--- config.mk ---
export PLATFORM = sky130hd
export DESIGN_NAME = ifep_top
export DESIGN_NICKNAME = d
export VERILOG_FILES = /design/src/hdl/ifep_pkg.sv /design/src/hdl/ifep_flag_bank.sv /design/src/hdl/ifep_req_router.sv /design/src/hdl/ifep_top.sv
export SDC_FILE = /design/constraint.sdc
export NUM_CORES = 1
export LEC_CHECK = 0
export ABC_AREA = 1
export BUFFER_PORTS_ARGS = -buffer_cell sky130_fd_sc_hd__buf_2
export CORE_AREA = 2 2 102 202
export CTS_CLUSTER_DIAMETER = 200
export DETAILED_ROUTE_END_ITERATION = 10
export DIE_AREA = 0 0 104 204
export PLACE_DENSITY_LB_ADDON = 0.3
export SLEW_MARGIN = 20
export SYNTH_ARGS = -nofsm -noshare
export SYNTH_HDL_FRONTEND = slang
export SYNTH_SLANG_ARGS = --single-unit
--- constraint.sdc ---
create_clock -name clk_sys -period 1.25 [get_ports clk_sys]
set_input_delay 0.3125 -clock clk_sys [delete_from_list [all_inputs] [get_ports clk_sys]]
set_output_delay 0.3125 -clock clk_sys [all_outputs]
set_load 0.005 [all_outputs]
--- src/hdl/ifep_pkg.sv ---
/*
	Register map, bit positions, reset values and the bus carrier of the
	interrupt flag/enable/priority block.
	Assumes an 8-bit register port with one-cycle read and write strobes.
*/
`default_nettype none
package ifep_pkg;
	localparam int AW = 8;
	localparam int DW = 8;
	localparam int NUM_PREG_DEF = 5;
	localparam int NUM_PREG_MAX = 8;

	// ----------------------------------------------------------------
	// Register offsets
	// ----------------------------------------------------------------
	localparam logic [AW-1:0] ADDR_RESET_CTRL = 8'h00;
	localparam logic [AW-1:0] ADDR_INT_CTRL = 8'h01;
	localparam logic [AW-1:0] ADDR_EXT_CTRL = 8'h02;
	localparam logic [AW-1:0] ADDR_FLAG_BASE = 8'h08;
	localparam logic [AW-1:0] ADDR_ENA_BASE = 8'h10;
	localparam logic [AW-1:0] ADDR_PRIO_BASE = 8'h18;
	localparam logic [AW-1:0] ADDR_EVT_STAT = 8'h20;
	localparam logic [AW-1:0] ADDR_EVT_MASK = 8'h21;

	// ----------------------------------------------------------------
	// Bit positions
	// ----------------------------------------------------------------
	localparam int PLE_BIT = 7;
	localparam int GHE_BIT = 7;
	localparam int PLGE_BIT = 6;
	localparam int E2P_BIT = 7;
	localparam int E1P_BIT = 6;
	localparam int E2E_BIT = 4;
	localparam int E1E_BIT = 3;
	localparam int E2F_BIT = 1;
	localparam int E1F_BIT = 0;
	localparam int EV_HIGH = 0;
	localparam int EV_LOW = 1;
	localparam int EV_LINE1 = 2;
	localparam int EV_LINE2 = 3;

	// ----------------------------------------------------------------
	// Reset values
	// ----------------------------------------------------------------
	localparam logic EXT_PRIO_RST = 1'b1;
	localparam logic [DW-1:0] PRIO_RST = 8'hFF;
	localparam logic [DW-1:0] ZERO_RST = 8'h00;

	typedef struct packed {
		logic [AW-1:0] addr;
		logic [DW-1:0] wdata;
		logic wr;
		logic rd;
	} ifep_bus_req_t;

	// Bank decode: eight registers per aligned group, n of them present
	function automatic logic ifep_in_bank(input logic [AW-1:0] a,
		input logic [AW-1:0] base, input int n);
		return (a[AW-1:3] == base[AW-1:3]) && (int'(a[2:0]) < n);
	endfunction
endpackage
`default_nettype wire

--- src/hdl/ifep_flag_bank.sv ---
/*
	Sticky flag bank: hardware sets, software writes through a mask.
	Assumes set and write arrive synchronous to clk_sys.
*/
`timescale 1ns/10ps
`default_nettype none
module ifep_flag_bank
#(
	parameter int W = 8
)
(
	input wire logic clk_sys,
	input wire logic arst_n,
	input wire logic [W-1:0] hw_set,
	input wire logic sw_wr,
	input wire logic [W-1:0] sw_data,
	input wire logic [W-1:0] sw_mask,
	output logic [W-1:0] flags
);
	import ifep_pkg::*;

	logic [W-1:0] flags_q;
	logic [W-1:0] flags_d;

	always_comb
	begin
		flags_d = flags_q;
		if (sw_wr)
		begin
			flags_d = (flags_q & ~sw_mask) | (sw_data & sw_mask);
		end
		flags_d = flags_d | hw_set;
	end

	always_ff @(posedge clk_sys or negedge arst_n)
	begin
		if (!arst_n)
		begin
			flags_q <= '0;
		end
		else
		begin
			flags_q <= flags_d;
		end
	end

	assign flags = flags_q;
endmodule // ifep_flag_bank
`default_nettype wire

--- src/hdl/ifep_req_router.sv ---
/*
	Combinational request router for peripheral and external sources.
	Assumes all inputs are register outputs of the parent.
*/
`timescale 1ns/10ps
`default_nettype none
module ifep_req_router
#(
	parameter int N = 40
)
(
	input wire logic [N-1:0] pflag,
	input wire logic [N-1:0] pena,
	input wire logic [N-1:0] pprio,
	input wire logic [1:0] eflag,
	input wire logic [1:0] eena,
	input wire logic [1:0] eprio,
	input wire logic ple,
	input wire logic ghe,
	input wire logic plge,
	output logic req_high,
	output logic req_low
);
	import ifep_pkg::*;

	logic [N-1:0] pact;
	logic [1:0] eact;

	assign pact = pflag & pena;
	assign eact = eflag & eena;

	always_comb
	begin
		if (ple)
		begin
			req_high = ghe & (|(pact & pprio) | |(eact & eprio));
			req_low = ghe & plge & (|(pact & ~pprio) | |(eact & ~eprio));
		end
		else
		begin
			req_high = ghe & (|eact | (plge & |pact));
			req_low = 1'b0;
		end
	end
endmodule // ifep_req_router
`default_nettype wire

--- src/hdl/ifep_top.sv ---
/*
	Interrupt flag, enable and priority block with register port and
	event status/mask interrupt.
	Assumes source inputs and the register port are synchronous to
	clk_sys; peripheral events are one-cycle pulses.
*/
// The implementer's own choices: the strobed register port and the placing of the registers.
`timescale 1ns/10ps
`default_nettype none
module ifep_top
#(
	parameter int NUM_PREG = ifep_pkg::NUM_PREG_DEF
)
(
	input wire logic clk_sys,
	input wire logic arst_n,
	input wire ifep_pkg::ifep_bus_req_t bus_req,
	output logic [ifep_pkg::DW-1:0] rd_data,
	input wire logic [NUM_PREG*ifep_pkg::DW-1:0] periph_event,
	input wire logic ext_irq_line_one,
	input wire logic ext_irq_line_two,
	output logic irq_high,
	output logic irq_low,
	output logic sys_irq
);
	import ifep_pkg::*;

	localparam int NSRC = NUM_PREG * DW;

	// ----------------------------------------------------------------
	// Parameter check
	// ----------------------------------------------------------------
	if (NUM_PREG < 1 || NUM_PREG > NUM_PREG_MAX)
	begin : g_bad_preg
		$error("NUM_PREG out of range");
	end

	logic [AW-1:0] addr;
	logic [DW-1:0] wdata;
	logic wr;
	logic rd;
	logic wr_rst;
	logic wr_ictl;
	logic wr_ext;
	logic wr_emask;
	logic rd_stat;
	logic ple_q;
	logic ghe_q;
	logic plge_q;
	logic [1:0] eprio_q;
	logic [1:0] eena_q;
	logic [1:0] eflag;
	logic line1_prev_q;
	logic line2_prev_q;
	logic line1_rise;
	logic line2_rise;
	logic [DW-1:0] pflag [NUM_PREG];
	logic [DW-1:0] pena_q [NUM_PREG];
	logic [DW-1:0] pprio_q [NUM_PREG];
	logic [NSRC-1:0] pflag_flat;
	logic [NSRC-1:0] pena_flat;
	logic [NSRC-1:0] pprio_flat;
	logic req_high;
	logic req_low;
	logic irq_high_q;
	logic irq_low_q;
	logic sys_irq_q;
	logic [DW-1:0] evt_set;
	logic [DW-1:0] evt_stat;
	logic [DW-1:0] evt_mask_q;
	logic [DW-1:0] rd_mux;
	logic [DW-1:0] rd_data_q;

	// ----------------------------------------------------------------
	// Register port decode
	// ----------------------------------------------------------------
	assign addr = bus_req.addr;
	assign wdata = bus_req.wdata;
	assign wr = bus_req.wr;
	assign rd = bus_req.rd;
	assign wr_rst = wr && (addr == ADDR_RESET_CTRL);
	assign wr_ictl = wr && (addr == ADDR_INT_CTRL);
	assign wr_ext = wr && (addr == ADDR_EXT_CTRL);
	assign wr_emask = wr && (addr == ADDR_EVT_MASK);
	assign rd_stat = rd && (addr == ADDR_EVT_STAT);

	// ----------------------------------------------------------------
	// Global control bits
	// ----------------------------------------------------------------
	// priority mode switch
	always_ff @(posedge clk_sys or negedge arst_n)
	begin
		if (!arst_n)
		begin
			ple_q <= 1'b0;
		end
		else if (wr_rst)
		begin
			ple_q <= wdata[PLE_BIT];
		end
	end

	always_ff @(posedge clk_sys or negedge arst_n)
	begin
		if (!arst_n)
		begin
			ghe_q <= 1'b0;
			plge_q <= 1'b0;
		end
		else if (wr_ictl)
		begin
			ghe_q <= wdata[GHE_BIT];
			plge_q <= wdata[PLGE_BIT];
		end
	end

	// ----------------------------------------------------------------
	// External lines
	// ----------------------------------------------------------------
	// priority and enable bits
	always_ff @(posedge clk_sys or negedge arst_n)
	begin
		if (!arst_n)
		begin
			eprio_q <= {EXT_PRIO_RST, EXT_PRIO_RST};
			eena_q <= 2'b00;
		end
		else if (wr_ext)
		begin
			eprio_q <= {wdata[E2P_BIT], wdata[E1P_BIT]};
			eena_q <= {wdata[E2E_BIT], wdata[E1E_BIT]};
		end
	end

	// Rising edge detect; lines are taken as already synchronous
	always_ff @(posedge clk_sys or negedge arst_n)
	begin
		if (!arst_n)
		begin
			line1_prev_q <= 1'b0;
			line2_prev_q <= 1'b0;
		end
		else
		begin
			line1_prev_q <= ext_irq_line_one;
			line2_prev_q <= ext_irq_line_two;
		end
	end

	assign line1_rise = ext_irq_line_one & ~line1_prev_q;
	assign line2_rise = ext_irq_line_two & ~line2_prev_q;

	ifep_flag_bank #(
		.W(2)
	) u_ext_flags (
		.clk_sys(clk_sys),
		.arst_n(arst_n),
		.hw_set({line2_rise, line1_rise}),
		.sw_wr(wr_ext),
		.sw_data({wdata[E2F_BIT], wdata[E1F_BIT]}),
		.sw_mask(2'b11),
		.flags(eflag)
	);

	// ----------------------------------------------------------------
	// Peripheral banks
	// ----------------------------------------------------------------
	for (genvar i = 0; i < NUM_PREG; i++)
	begin : g_preg
		ifep_flag_bank #(
			.W(DW)
		) u_pflags (
			.clk_sys(clk_sys),
			.arst_n(arst_n),
			.hw_set(periph_event[i*DW +: DW]),
			.sw_wr(wr && (addr == ADDR_FLAG_BASE + AW'(i))),
			.sw_data(wdata),
			.sw_mask({DW{1'b1}}),
			.flags(pflag[i])
		);

		always_ff @(posedge clk_sys or negedge arst_n)
		begin
			if (!arst_n)
			begin
				pena_q[i] <= ZERO_RST;
			end
			else if (wr && (addr == ADDR_ENA_BASE + AW'(i)))
			begin
				pena_q[i] <= wdata;
			end
		end

		always_ff @(posedge clk_sys or negedge arst_n)
		begin
			if (!arst_n)
			begin
				pprio_q[i] <= PRIO_RST;
			end
			else if (wr && (addr == ADDR_PRIO_BASE + AW'(i)))
			begin
				pprio_q[i] <= wdata;
			end
		end

		assign pflag_flat[i*DW +: DW] = pflag[i];
		assign pena_flat[i*DW +: DW] = pena_q[i];
		assign pprio_flat[i*DW +: DW] = pprio_q[i];
	end

	// ----------------------------------------------------------------
	// Request routing
	// ----------------------------------------------------------------
	ifep_req_router #(
		.N(NSRC)
	) u_router (
		.pflag(pflag_flat),
		.pena(pena_flat),
		.pprio(pprio_flat),
		.eflag(eflag),
		.eena(eena_q),
		.eprio(eprio_q),
		.ple(ple_q),
		.ghe(ghe_q),
		.plge(plge_q),
		.req_high(req_high),
		.req_low(req_low)
	);

	always_ff @(posedge clk_sys or negedge arst_n)
	begin
		if (!arst_n)
		begin
			irq_high_q <= 1'b0;
			irq_low_q <= 1'b0;
		end
		else
		begin
			irq_high_q <= req_high;
			irq_low_q <= req_low;
		end
	end

	// ----------------------------------------------------------------
	// Event status and mask
	// ----------------------------------------------------------------
	always_comb
	begin
		evt_set = '0;
		evt_set[EV_HIGH] = req_high & ~irq_high_q;
		evt_set[EV_LOW] = req_low & ~irq_low_q;
		evt_set[EV_LINE1] = line1_rise;
		evt_set[EV_LINE2] = line2_rise;
	end

	// Cleared by its own read; a new event in that cycle survives
	ifep_flag_bank #(
		.W(DW)
	) u_evt_stat (
		.clk_sys(clk_sys),
		.arst_n(arst_n),
		.hw_set(evt_set),
		.sw_wr(rd_stat),
		.sw_data({DW{1'b0}}),
		.sw_mask({DW{1'b1}}),
		.flags(evt_stat)
	);

	always_ff @(posedge clk_sys or negedge arst_n)
	begin
		if (!arst_n)
		begin
			evt_mask_q <= ZERO_RST;
		end
		else if (wr_emask)
		begin
			evt_mask_q <= wdata;
		end
	end

	always_ff @(posedge clk_sys or negedge arst_n)
	begin
		if (!arst_n)
		begin
			sys_irq_q <= 1'b0;
		end
		else
		begin
			sys_irq_q <= |(evt_stat & evt_mask_q);
		end
	end

	// ----------------------------------------------------------------
	// Read path
	// ----------------------------------------------------------------
	// every control register reads back
	always_comb
	begin
		rd_mux = '0;
		if (addr == ADDR_RESET_CTRL)
		begin
			rd_mux[PLE_BIT] = ple_q;
		end
		else if (addr == ADDR_INT_CTRL)
		begin
			rd_mux[GHE_BIT] = ghe_q;
			rd_mux[PLGE_BIT] = plge_q;
		end
		else if (addr == ADDR_EXT_CTRL)
		begin
			rd_mux[E2P_BIT] = eprio_q[1];
			rd_mux[E1P_BIT] = eprio_q[0];
			rd_mux[E2E_BIT] = eena_q[1];
			rd_mux[E1E_BIT] = eena_q[0];
			rd_mux[E2F_BIT] = eflag[1];
			rd_mux[E1F_BIT] = eflag[0];
		end
		else if (ifep_in_bank(addr, ADDR_FLAG_BASE, NUM_PREG))
		begin
			rd_mux = pflag[addr[2:0]];
		end
		else if (ifep_in_bank(addr, ADDR_ENA_BASE, NUM_PREG))
		begin
			rd_mux = pena_q[addr[2:0]];
		end
		else if (ifep_in_bank(addr, ADDR_PRIO_BASE, NUM_PREG))
		begin
			rd_mux = pprio_q[addr[2:0]];
		end
		else if (addr == ADDR_EVT_STAT)
		begin
			rd_mux = evt_stat;
		end
		else if (addr == ADDR_EVT_MASK)
		begin
			rd_mux = evt_mask_q;
		end
	end

	// Data stand one cycle only; zero otherwise and for unmapped reads
	always_ff @(posedge clk_sys or negedge arst_n)
	begin
		if (!arst_n)
		begin
			rd_data_q <= ZERO_RST;
		end
		else
		begin
			rd_data_q <= rd ? rd_mux : ZERO_RST;
		end
	end

	assign rd_data = rd_data_q;
	assign irq_high = irq_high_q;
	assign irq_low = irq_low_q;
	assign sys_irq = sys_irq_q;
endmodule // ifep_top
`default_nettype wire

# After elaboration in Yosys (flattened, before gate mapping)
# Index checks and enable logic that the tools add are counted.
[classes]
reduce_logical = 31
n_lt_le_gt_ge = 2
bitwise = 33
mux = 33
n_eq_ne = 22
[op_table]
columns = ["op", "count"]
rows = [
  ["two-way mux 8 bit", 18],
  ["AND 40 bit", 3],
  ["OR reduction 40 bit", 3],
  ["equality test 8 x 5 -> 1 bit (second input constant)", 10],
  ["binary-select mux 8 bit (select 3 bit)", 3],
  ["equality test 8 x 4 -> 1 bit (second input constant)", 5],
  ["NOT 40 bit", 1],
  ["bitwise OR 8 bit", 5],
  ["logical AND 1 bit", 23],
  ["equality test 8 x 6 -> 1 bit (second input constant)", 2],
  ["equality test 5 x 2 -> 1 bit (second input constant)", 2],
  ["two-way mux 2 bit", 5],
  ["AND 1 bit", 9],
  ["AND 8 bit", 1],
  ["equality test 8 x 1 -> 1 bit (second input constant)", 1],
  ["equality test 8 x 2 -> 1 bit (second input constant)", 1],
  ["zero test 8 bit", 1],
  ["bitwise OR 8 x 4 -> 8 bit", 1],
  ["OR reduction 8 bit", 1],
  ["two-way mux 7 bit", 1],
  ["AND 2 bit", 3],
  ["two-way mux 6 bit", 1],
  ["OR reduction 2 bit", 3],
  ["equality test 5 x 1 -> 1 bit (second input constant)", 1],
  ["8 further kinds", 17],
]
[totals]
input_bits = 62
ff_bits = 158

# Depth between registers and ports, before layout
# Gate-level depths: netlist of the first run.
[depth]
word_depth = 11
ltp_mapped = 16
mapped_depth_nobuf = 15

# Cells and area by module
# A second synthesis of the first run with hierarchy kept.
[hier_totals]
cells_unflattened = 1262
hier_area_um2 = 9195.1
[modules_own_cells]
columns = ["module", "cells_each", "n_inst", "area_per_inst_um2"]
rows = [
  ["ifep_top", 732, 1, 5591.6],
  ["ifep_flag_bank at g_preg[0].u_pflags ...", 50, 6, 426.7],
  ["ifep_req_router", 218, 1, 950.9],
  ["ifep_flag_bank at u_ext_flags", 12, 1, 92.6],
]

# Worst setup path before layout of the first run
# No wires, ideal clock.
[synth_timing]
kind = "input -> register"
from = "in bus_req[12] (netlist bit)"
to = "reg eena_q[0]"
path_buffers = 2
cell_stages = 12
setup_time_ns = 0.130
path_slack_ns = -0.294
t_required_ns = 1.120
t_arrival_ns = 1.414
cell_sequence = "buf_4 clkinv_2 nand2_2 nor2_1 inv_2 nor2_4 inv_2 nor2_1 inv_1 buf_6 nand2_1 o21ai_1"
[synth_between]
elab_chain_len = 2
[synth_lines]
columns = ["item", "line_no", "source"]
rows = [
  ["from (decl)", "ifep_top.sv:17", "input wire ifep_pkg::ifep_bus_req_t bus_req,"],
  ["equality test 8 x 2 -> 1 bit", "ifep_top.sv:83", "assign wr_ext = wr && (addr == ADDR_EXT_CTRL);"],
  ["logical AND 1 bit", "ifep_top.sv:83", ""],
  ["to (signal assigned)", "ifep_top.sv:131", "eena_q <= {wdata[E2E_BIT], wdata[E1E_BIT]};"],
  ["to (decl)", "ifep_top.sv:51", "logic [1:0] eena_q;"],
]
# Every way passes these cells.
# A chain may end at the register's enable or synchronous reset.

# Worst setup path after layout of the first run
[layout_timing]
from = "reg g_preg[0].u_pflags.flags_q[7]"
to = "reg u_evt_stat.flags_q[1] (netlist: u_evt_stat.flags[1])"
[layout_between]
elab_chain_len = 8
[layout_lines]
columns = ["item", "line_no", "source"]
rows = [
  ["from (decl)", "ifep_flag_bank.sv:22", "logic [W-1:0] flags_q;"],
  ["from (signal assigned)", "ifep_flag_bank.sv:43", "flags_q <= flags_d;"],
  ["AND 40 bit", "ifep_req_router.sv:29", "assign pact = pflag & pena;"],
  ["AND 40 bit", "ifep_req_router.sv:37", "req_low = ghe & plge & (|(pact & ~pprio) | |(eact & ~eprio));"],
  ["OR reduction 40 bit", "ifep_req_router.sv:37", ""],
  ["bitwise OR 1 bit", "ifep_req_router.sv:37", ""],
  ["AND 1 bit", "ifep_req_router.sv:37", ""],
  ["two-way mux 1 bit", "ifep_req_router.sv:34", "if (ple)"],
  ["AND 1 bit", "ifep_top.sv:251", "evt_set[EV_LOW] = req_low & ~irq_low_q;"],
  ["bitwise OR 8 x 4 -> 8 bit", "ifep_flag_bank.sv:32", "flags_d = flags_d | hw_set;"],
  ["via u_evt_stat.flags_d[1]", "ifep_flag_bank.sv:23", "logic [W-1:0] flags_d;"],
  ["to (signal assigned)", "ifep_flag_bank.sv:43", ""],
  ["to (decl)", "ifep_flag_bank.sv:22", ""],
]
# The timed path passes the listed nets, and every way through them passes these cells.

==> flow_summary.ini, run 1 <==
[run_status]
status = complete, but fails checks
violations = negative setup slack

[die]
die-area_sq_mm = 0.0212
die_w_microns = 104
ioPinCount = 73
start_util_pct = 40.9
fp.coreArea_sq_mm = 0.0197
num_rows = 73
die_y_microns = 204

[sta]
slew_headroom_pct = 70.1
rsz0062_at_grt = yes
final.setup.tns_ps = -4990
layout_min_cycle_time_ps = 1750
setup_viol = 37
hold_violations = 0
timing.fmax_mhz = 572
fin_skew_ps = 11.5
max_slew.worst_pin.slew_ps = 443
period_share_pct = 140
setup_slack_ps = -498
drv_slew = 0

[clock_tree]
clockBufferDepth = 2
cts_made_buffers = 17
cts_tree = yes
cts.sinks = 154
htreeDepth = 4
cts-root-buf = clkbuf_16
worstSkewPairLatency_ps = 460
path_clk_slew_ps = 70

[detailed_routing]
firstDrtPassIters = 5
wl_per_cell_microns = 26.8
wl_met3_microns = 1900
drt_iter0_drc = 749
maxUsedRoutingLayer = met4
vias_per_cell = 5.72
via_count = 9213
met2WireLength_microns = 22700
ant_nets = 0
drt_wl_total_microns = 43100
drt-met1-wl_microns = 13600
remaining_drc_errors = 0

[place]
gp_congestion = 1.07
pre_cts_ws_ps = -662
numPortBuffers = 72
dp_hpwl_microns = 33100

[power_and_ir_drop]
p_sw_share_pct = 30.0
intPower_mw = 8.77
comb_power_share_pct = 17.5
cellLeakagePower_nw = 5.64
clkPwrFrac_pct = 39.2
p_switching_mw = 3.77
seq_power_share_pct = 43.3
fin_total_pwr_mw = 12.5
peakVddDrop_mv = 1.25
powerDensity_mw_per_mm2 = 999

[synth]
ys_seq_elements = 154
synth_area_per_cell_sq_um = 7.93
ys.flop_type = dfrtp_1
netlist.area_leader.share_pct = 34.7
syn_area_sq_mm = 0.00807
yosysMostFrequentCell = nand2_1
synth_edf_count = 0
syn_nets = 1080
async_reset_ff_share_pct = 100
synthTopCellsByArea = dfrtp_1 (35%), dfstp_2 (14%), nand2_1 (13%), o21ai_0 (5.8%), nor2_1 (5.1%)
synthTopCellsByCount = nand2_1 (279), dfrtp_1 (112), nor2_1 (110)
yosysSeqAreaShare_pct = 48.4
synth_cells = 1018
synthDistinctLibCells = 40
synth.largest_area_cell = dfrtp_1
yosys_warnings = 0

[worst_setup_path]
rrSetupSlack_ps = -500
crit_path_end_kind = register
cp_max_fo = 3
crit_required_ps = 1580
start_kind = register
r2r-end = u_evt_stat.flags[1]$_DFF_PN0_
critPathLaunch = g_preg[0].u_pflags.flags[7]$_DFF_PN0_
cp_data_arrival_time_ps = 2080
worst_r2r_path_depth = 9
path_class = reg2reg
worstReg2RegStart = g_preg[0].u_pflags.flags[7]$_DFF_PN0_

[finish]
insertedDiodeCount = 0
fillers = 1745
finish.utilization_pct = 63.6
final_nets = 1399
synthToLayoutAreaGrowth_pct = 55.4
drive_gt1_share_pct = 44.3

[hold_path]
hp-start = periph_event[24]
whs_path_depth = 2
hp-class = in2reg
hold_end = g_preg[3].u_pflags.flags[0]$_DFF_PN0_

[global_routing]
grt_antenna_before_repair = 0
track_usage_pct = 40.0
grt_pass1_vias = 9300
grt_max_degree = 32
grt-ovfl-total = 0
grt_pass1_wl_microns = 59400

[flow_run]
max_cap_violations = 0
## critical path: stages, from the launching register on
cell and delay [ps]:
dfrtp_1 430, nand2_2 150, buf_4 130, o22ai_1 80, nor2_1 110, nand2_1 90, nor3_2 120, nand3b_1 200
nand3b_1 240, nand2_1 70
## power by group through the flow
stage | Sequential, mW | Clock, mW | Combinational (mW)
detailed placement | 5.49 | 0 | 1.85
CTS | 5.42 | 4.96 | 1.96
global placement | 5.49 | 0 | 1.84
floorplan | 5.44 | 0 | 0.713
global route | 5.44 | 5.15 | 2.31
finish | 5.43 | 4.91 | 2.19
## cells by family after synthesis
family | count (synthesis) | synth area share (%)
AOI/OAI and AO/OA | 262 | 19.5
and+or+nand+nor | 492 | 26.2
buffers and inverters | 110 | 5.94
DFF | 154 | 48.4
## layout by cell type (no fill, tap or decap), drive strengths merged, types with 32 or more instances in the layout
master / n
buf: 333
nand2: 293
nor2: 121
o21ai: 118
dfrtp: 112
inv: 68
nand3: 52
dfstp: 42
o22ai: 42
a21oi: 34
a211o: 32
## layout make-up
class | instances | area [sq um] | share of cell area, %
tap | 262 | 328 | 2.61
multi-input combinational | 757 | 4410 | 35.2
clock buffer | 20 | 447 | 3.56
timing repair buffer | 340 | 3040 | 24.2
sequential | 154 | 3920 | 31.3
inverter | 67 | 313 | 2.49
clock inverter | 12 | 88.8 | 0.708
## worst max-delay path by stage
stage | to | depth (start not counted) | slack [ps]
2_1_floorplan | eena_q[0]$_DFFE_PN0P_ | 11 | -200
3_3_place_gp | g_preg[4].u_pflags.flags[4]$_DFF_PN0_ | 11 | -620
3_5_place_dp | g_preg[4].u_pflags.flags[6]$_DFF_PN0_ | 11 | -660
4_1_cts | u_evt_stat.flags[0]$_DFF_PN0_ | 10 | -450
5_1_grt | u_evt_stat.flags[0]$_DFF_PN0_ | 9 | -560
6_report | u_evt_stat.flags[1]$_DFF_PN0_ | 9 | -500
## registers in the layout (all words and copies together), names as in the netlist, 2 cells and up
signal	flops
evt_mask_q	8
u_evt_stat.flags	4
pena_flat	40
g_preg.u_pflags.flags	40
eena_q	2
pprio_flat	40
u_ext_flags.flags	2
rd_data	8
eprio_q	2
## timing repair
action | in CTS | in global routing
resized for setup | 107 | 150
pin swaps | 41 | 70
endpoints found under the setup margin | 65 | 135
hold buffers | 3 | 0
hold endpoints to repair | 15 | 0
setup buffers | 14 | 25
cloned | 3 | 4
## layer usage
layer	up-vias	global-route usage [%]
met5	-	0
met4	0	36.4
met3	200	5.33
met2	446	73.8
met1	4456	37.7
li1	4111	-
## metrics by stage
step	cells	instance area (sq um)	hold slack (ps)
final	1612	12500	44.2
after global routing	1612	12500	35.9
after CTS	1586	11800	30.9
after detailed placement	1538	10700	242
after global placement	1538	10700	240
after floorplan	1018	8310	16.9
(Power assumes the default switching activity.)
==> run 2, diff against run 1 <==
Settings changed: SETUP_SLACK_MARGIN from default to 0.15.
==> flow_summary.ini, run 2 (synthesis gave the netlist of run 1 again) <==
[clock_tree]
htreeDepth = 4
cts.sinks = 154
clockBufferDepth = 2
path_clk_slew_ps = 70
cts_made_buffers = 17
cts-root-buf = clkbuf_16
worstSkewPairLatency_ps = 470
cts_tree = yes

[sta]
hold_violations = 0
setup_slack_ps = -541
rsz0062_at_grt = yes
layout_min_cycle_time_ps = 1790
drv_slew = 0
period_share_pct = 143
timing.fmax_mhz = 558
setup_viol = 59
fin_skew_ps = 11.5
slew_headroom_pct = 70.3
max_slew.worst_pin.slew_ps = 442

[power_and_ir_drop]
cellLeakagePower_nw = 6.10
peakVddDrop_mv = 0.961
powerDensity_mw_per_mm2 = 963

[worst_setup_path]
worst_r2r_path_depth = 8
path_class = reg2reg
start_kind = register
slowest_stage = dfrtp_1
path_common_cell = nand4_1
worstPathCellList = nand3_1 > o21ai_2 > nor2_1 > nand4_1 > nor2_2 > nand3_2 > nand4_1 > nand2_1
crit_required_ps = 1580
crit_path_max_incr_delay_ps = 460
crit_path_end_kind = register
rrSetupSlack_ps = -540
worstReg2RegStart = g_preg[3].u_pflags.flags[4]$_DFF_PN0_
cp_data_arrival_time_ps = 2120
r2r-end = u_evt_stat.flags[0]$_DFF_PN0_
cp_max_fo = 3

[global_routing]
met2_usage_pct = 72.9
grt-ovfl-total = 0
grt_pass1_wl_microns = 62100
met1_usage_pct = 37.1
grt_antenna_before_repair = 0
grt_pass1_vias = 9821
grt-busiest-layer = met2
grt_max_degree = 33
track_usage_pct = 41.7
use_met3_pct = 10.1

[finish]
synthToLayoutAreaGrowth_pct = 69.4
drive_gt1_share_pct = 54.2
final_nets = 1442
insertedDiodeCount = 0
mostFrequentLayoutCells = buf_4 (209), nand2_1 (178), dfrtp_1 (101)
final_design_area_no_fill_sq_mm = 0.0137
final_common_cell = buf_4
finish.utilization_pct = 69.3

[run_status]
status = complete, but fails checks
violations = negative setup slack

[detailed_routing]
wl_per_cell_microns = 28.4
vias_per_cell = 6.00
drt_wl_total_microns = 47000
remaining_drc_errors = 0
drt_iter0_drc = 721
ant_nets = 0
via_count = 9924
firstDrtPassIters = 5

[hold_path]
hold_end = g_preg[1].u_pflags.flags[5]$_DFF_PN0_
hp-class = in2reg
hp-start = periph_event[13]
whs_path_depth = 2

[die]
start_util_pct = 40.9
ioPinCount = 73
die-area_sq_mm = 0.0212
die_w_microns = 104
num_rows = 73
fp.coreArea_sq_mm = 0.0197
die_y_microns = 204

[place]
gp_congestion = 1.03
dpl_cell_area_sq_mm = 0.0107
dp_hpwl_microns = 32400
numPortBuffers = 72

[flow_run]
max_cap_violations = 0
[run 2: cell count changes in the layout (fill, tap and decap cells not counted), moves of 10 or more]
cell,before,now
nand2_1,232,178
buf_6,30,48
o21ai_2,11,47
nor2_1,84,74
nand2_2,35,76
nand2_4,14,26
o21ai_0,68,23
a21oi_2,12,23
[run 2: what timing repair did]
| item | CTS | global route |
|---|---|---|
| hold buffers | 3 | 0 |
| gates resized for setup | 202 | 263 |
| hold endpoints to repair | 10 | 0 |
| pin swaps | 91 | 102 |
| setup endpoints to repair | 149 | 154 |
| setup buffers | 41 | 31 |
| gates cloned | 8 | 7 |
[run 2: worst max-delay path by stage]
stage               slack (ps)                             to                             startpoint
finish                    -540  u_evt_stat.flags[0]$_DFF_PN0_  g_preg[3].u_pflags.flags[4]$_DFF_PN0_
global route              -540  u_evt_stat.flags[0]$_DFF_PN0_  g_preg[1].u_pflags.flags[3]$_DFF_PN0_
CTS                       -450  u_evt_stat.flags[1]$_DFF_PN0_             pprio_flat[28]$_DFFE_PN1P_
detailed placement        -660           rd_data[7]$_DFF_PN0_                            bus_req[16]
global placement          -710           rd_data[7]$_DFF_PN0_                            bus_req[16]
floorplan                 -200          eena_q[0]$_DFFE_PN0P_                            bus_req[16]
[run 2: area by class of cell]
type / instances / area (sq um)
clock buffers: 21 / 450
repair buffers: 374 / 3460
inverters: 67 / 347
repair inverters: 2 / 13.8
fillers: 1584 / 6050
clock inverters: 11 / 123
flip-flops and latches: 154 / 3920
well taps: 262 / 328
multi-input cells: 764 / 5040
[run 2: per-layer routing]
layer  vias to the layer above  share of wire (%)
met1                      4709                 29
met4                         0                 14
met3                       342                7.6
met5                         -                  0
met2                       666                 49
li1                       4207                  -
[run 2: power by group]
group          internal (mW)  total, mW  switching, mW
Clock                   2.98       5.19           2.20
Combinational           1.10       2.53           1.43
Sequential              5.23       5.45          0.222
Total                   9.32       13.2           3.86
[run 2: through the flow]
step | hold slack [ps] | TNS (ps) | total power, mW | setup slack, ps | std cells
6_report | 38.3 | -5930 | 13.2 | -541 | 1655
2_1_floorplan | 16.9 | -10140 | 6.17 | -205 | 1018
3_5_place_dp | 253 | -64400 | 7.35 | -656 | 1533
5_1_grt | 41.2 | -8350 | 13.5 | -544 | 1655
4_1_cts | 31.6 | -4300 | 12.8 | -450 | 1617
3_3_place_gp | 250 | -61410 | 7.34 | -714 | 1533
[run 2: critical path, delay by kind of cell, from the launching register on]
kind | cells | cell delay, ps
and+or+nand+nor | 7 | 1130
AOI/OAI and AO/OA | 1 | 70
DFF | 1 | 460
==> run 3, diff against run 2 <==
Settings changed: CTS_CLUSTER_SIZE from default to 24, SETUP_SLACK_MARGIN 0.15 to 0.02.
==> flow_summary.ini, run 3 (synthesis gave the netlist of run 1 again) <==
[finish]
final_nets = 1424
insertedDiodeCount = 0
mostFrequentLayoutCells = nand2_1 (242), buf_4 (223), dfrtp_1 (103)
instances_no_fill = 1637
final_common_cell = nand2_1
fillers = 1737
finish.utilization_pct = 64.9
synthToLayoutAreaGrowth_pct = 58.6
drive_gt1_share_pct = 44.9

[worst_setup_path]
crit_path_max_incr_delay_ps = 400
start_kind = register
worstPathCellList = nand2_1 > o21ai_0 > buf_4 > nor2_1 > nand4_1 > nor2_1 > nand3_2 > nand4_1 > nand2_1
critPathTopFamily = simple AND/OR/NAND/NOR gates
cp_data_arrival_time_ps = 2070
critPathBufInv = 1
crit_path_end_kind = register
crit_required_ps = 1590
slowest_stage = dfrtp_1
path_class = reg2reg
cp_max_fo = 2

[global_routing]
track_usage_pct = 40.5
grt_pass1_wl_microns = 59900
grt-ovfl-total = 0
grt_antenna_before_repair = 0
grt_max_degree = 32
grt_pass1_vias = 9214

[sta]
hold_violations = 0
layout_min_cycle_time_ps = 1730
drv_slew = 0
setup_viol = 46
max_slew.worst_pin.slew_ps = 480
slew_headroom_pct = 68.0
rsz0062_at_grt = yes
timing.fmax_mhz = 580
fin_skew_ps = 7.61
period_share_pct = 138
setup_slack_ps = -475

[detailed_routing]
ant_nets = 0
drt_wl_total_microns = 45100
vias_per_cell = 5.78
remaining_drc_errors = 0
wl_per_cell_microns = 27.5
drt_iter0_drc = 721
via_count = 9454
firstDrtPassIters = 5

[power_and_ir_drop]
peakVddDrop_mv = 0.839
cellLeakagePower_nw = 5.75
fin_total_pwr_mw = 13.1
powerDensity_mw_per_mm2 = 1020

[clock_tree]
worstSkewPairLatency_ps = 460
htreeDepth = 4
cts-root-buf = clkbuf_16
cts.sinks = 154
cts_made_buffers = 17
cts_tree = yes
clockBufferDepth = 2
path_clk_slew_ps = 70

[run_status]
violations = negative setup slack
status = complete, but fails checks

[place]
pre_cts_ws_ps = -640
numPortBuffers = 72
gp_congestion = 1.08
dp.cells = 1553
dp_hpwl_microns = 34200

[die]
start_util_pct = 40.9
die-area_sq_mm = 0.0212
die_w_microns = 104
die_y_microns = 204
fp.coreArea_sq_mm = 0.0197
ioPinCount = 73
num_rows = 73

[hold_path]
hp-class = in2reg

[flow_run]
max_cap_violations = 0
## run 3: path summary, 6_finish.rpt
kind / start / cells after the start / slack [ps] / to
worst max-delay path: pena_flat[35]$_DFFE_PN0P_ / 9 / -480 / u_evt_stat.flags[0]$_DFF_PN0_
min in group asynchronous: arst_n / 2 / 320 / g_preg[4].u_pflags.flags[6]$_DFF_PN0_
worst min register to register: evt_mask_q[2]$_DFFE_PN0P_ / 2 / 490 / evt_mask_q[2]$_DFFE_PN0P_
max in group asynchronous: arst_n / 3 / 350 / pprio_flat[0]$_DFFE_PN1P_
worst max register to register: pena_flat[35]$_DFFE_PN0P_ / 9 / -480 / u_evt_stat.flags[0]$_DFF_PN0_
worst min-delay path: periph_event[0] / 2 / 40 / g_preg[0].u_pflags.flags[0]$_DFF_PN0_
## run 3: report_power, final
group / leakage, nW / total, mW / internal, mW / switching (mW)
combinational: 3.76 / 2.26 / 0.962 / 1.29
clock: 0.283 / 5.42 / 3.15 / 2.27
sequential: 1.71 / 5.43 / 5.23 / 0.202
total: 5.75 / 13.1 / 9.34 / 3.76
## run 3: per-layer routing
layer,share of wire [%],GRT usage [%]
met2,52,74.7
met3,5.3,5.93
met1,31,37.1
met5,0,0
met4,13,38.7
## run 3: repair_timing
item / 4_1_cts / 5_1_grt
hold endpoints to repair: 10 / 0
resized for setup: 83 / 176
setup endpoints to repair: 72 / 125
pin swaps: 28 / 75
setup buffers: 9 / 36
hold buffers: 3 / 0
cloned: 0 / 7
## run 3: worst register-to-register path, stage by stage (launching register included)
cell and delay (ps):
dfrtp_1 400, nand2_1 120, o21ai_0 90, buf_4 160, nor2_1 90, nand4_1 180, nor2_1 180, nand3_2 140
nand4_1 180, nand2_1 70
## run 3: per-stage QoR
stage / hold slack [ps] / setup TNS (ps) / instance area, sq um
5_1_grt: 44.2 / -7940 / 12800
4_1_cts: 35.5 / -3370 / 11800
2_1_floorplan: 16.9 / -10550 / 8330
3_3_place_gp: 235 / -61500 / 10800
3_5_place_dp: 236 / -64910 / 10800
6_report: 37.3 / -5080 / 12800
## run 3: cell type report
cell class / instances / area, sq um / share of cell area, %
Clock buffer: 22 / 444 / 3.47
Multi-Input combinational cell: 758 / 4480 / 35.0
Inverter: 67 / 318 / 2.48
Sequential cell: 154 / 3920 / 30.6
Timing Repair Buffer: 364 / 3170 / 24.8
Tap cell: 262 / 328 / 2.56
Clock inverter: 10 / 143 / 1.11
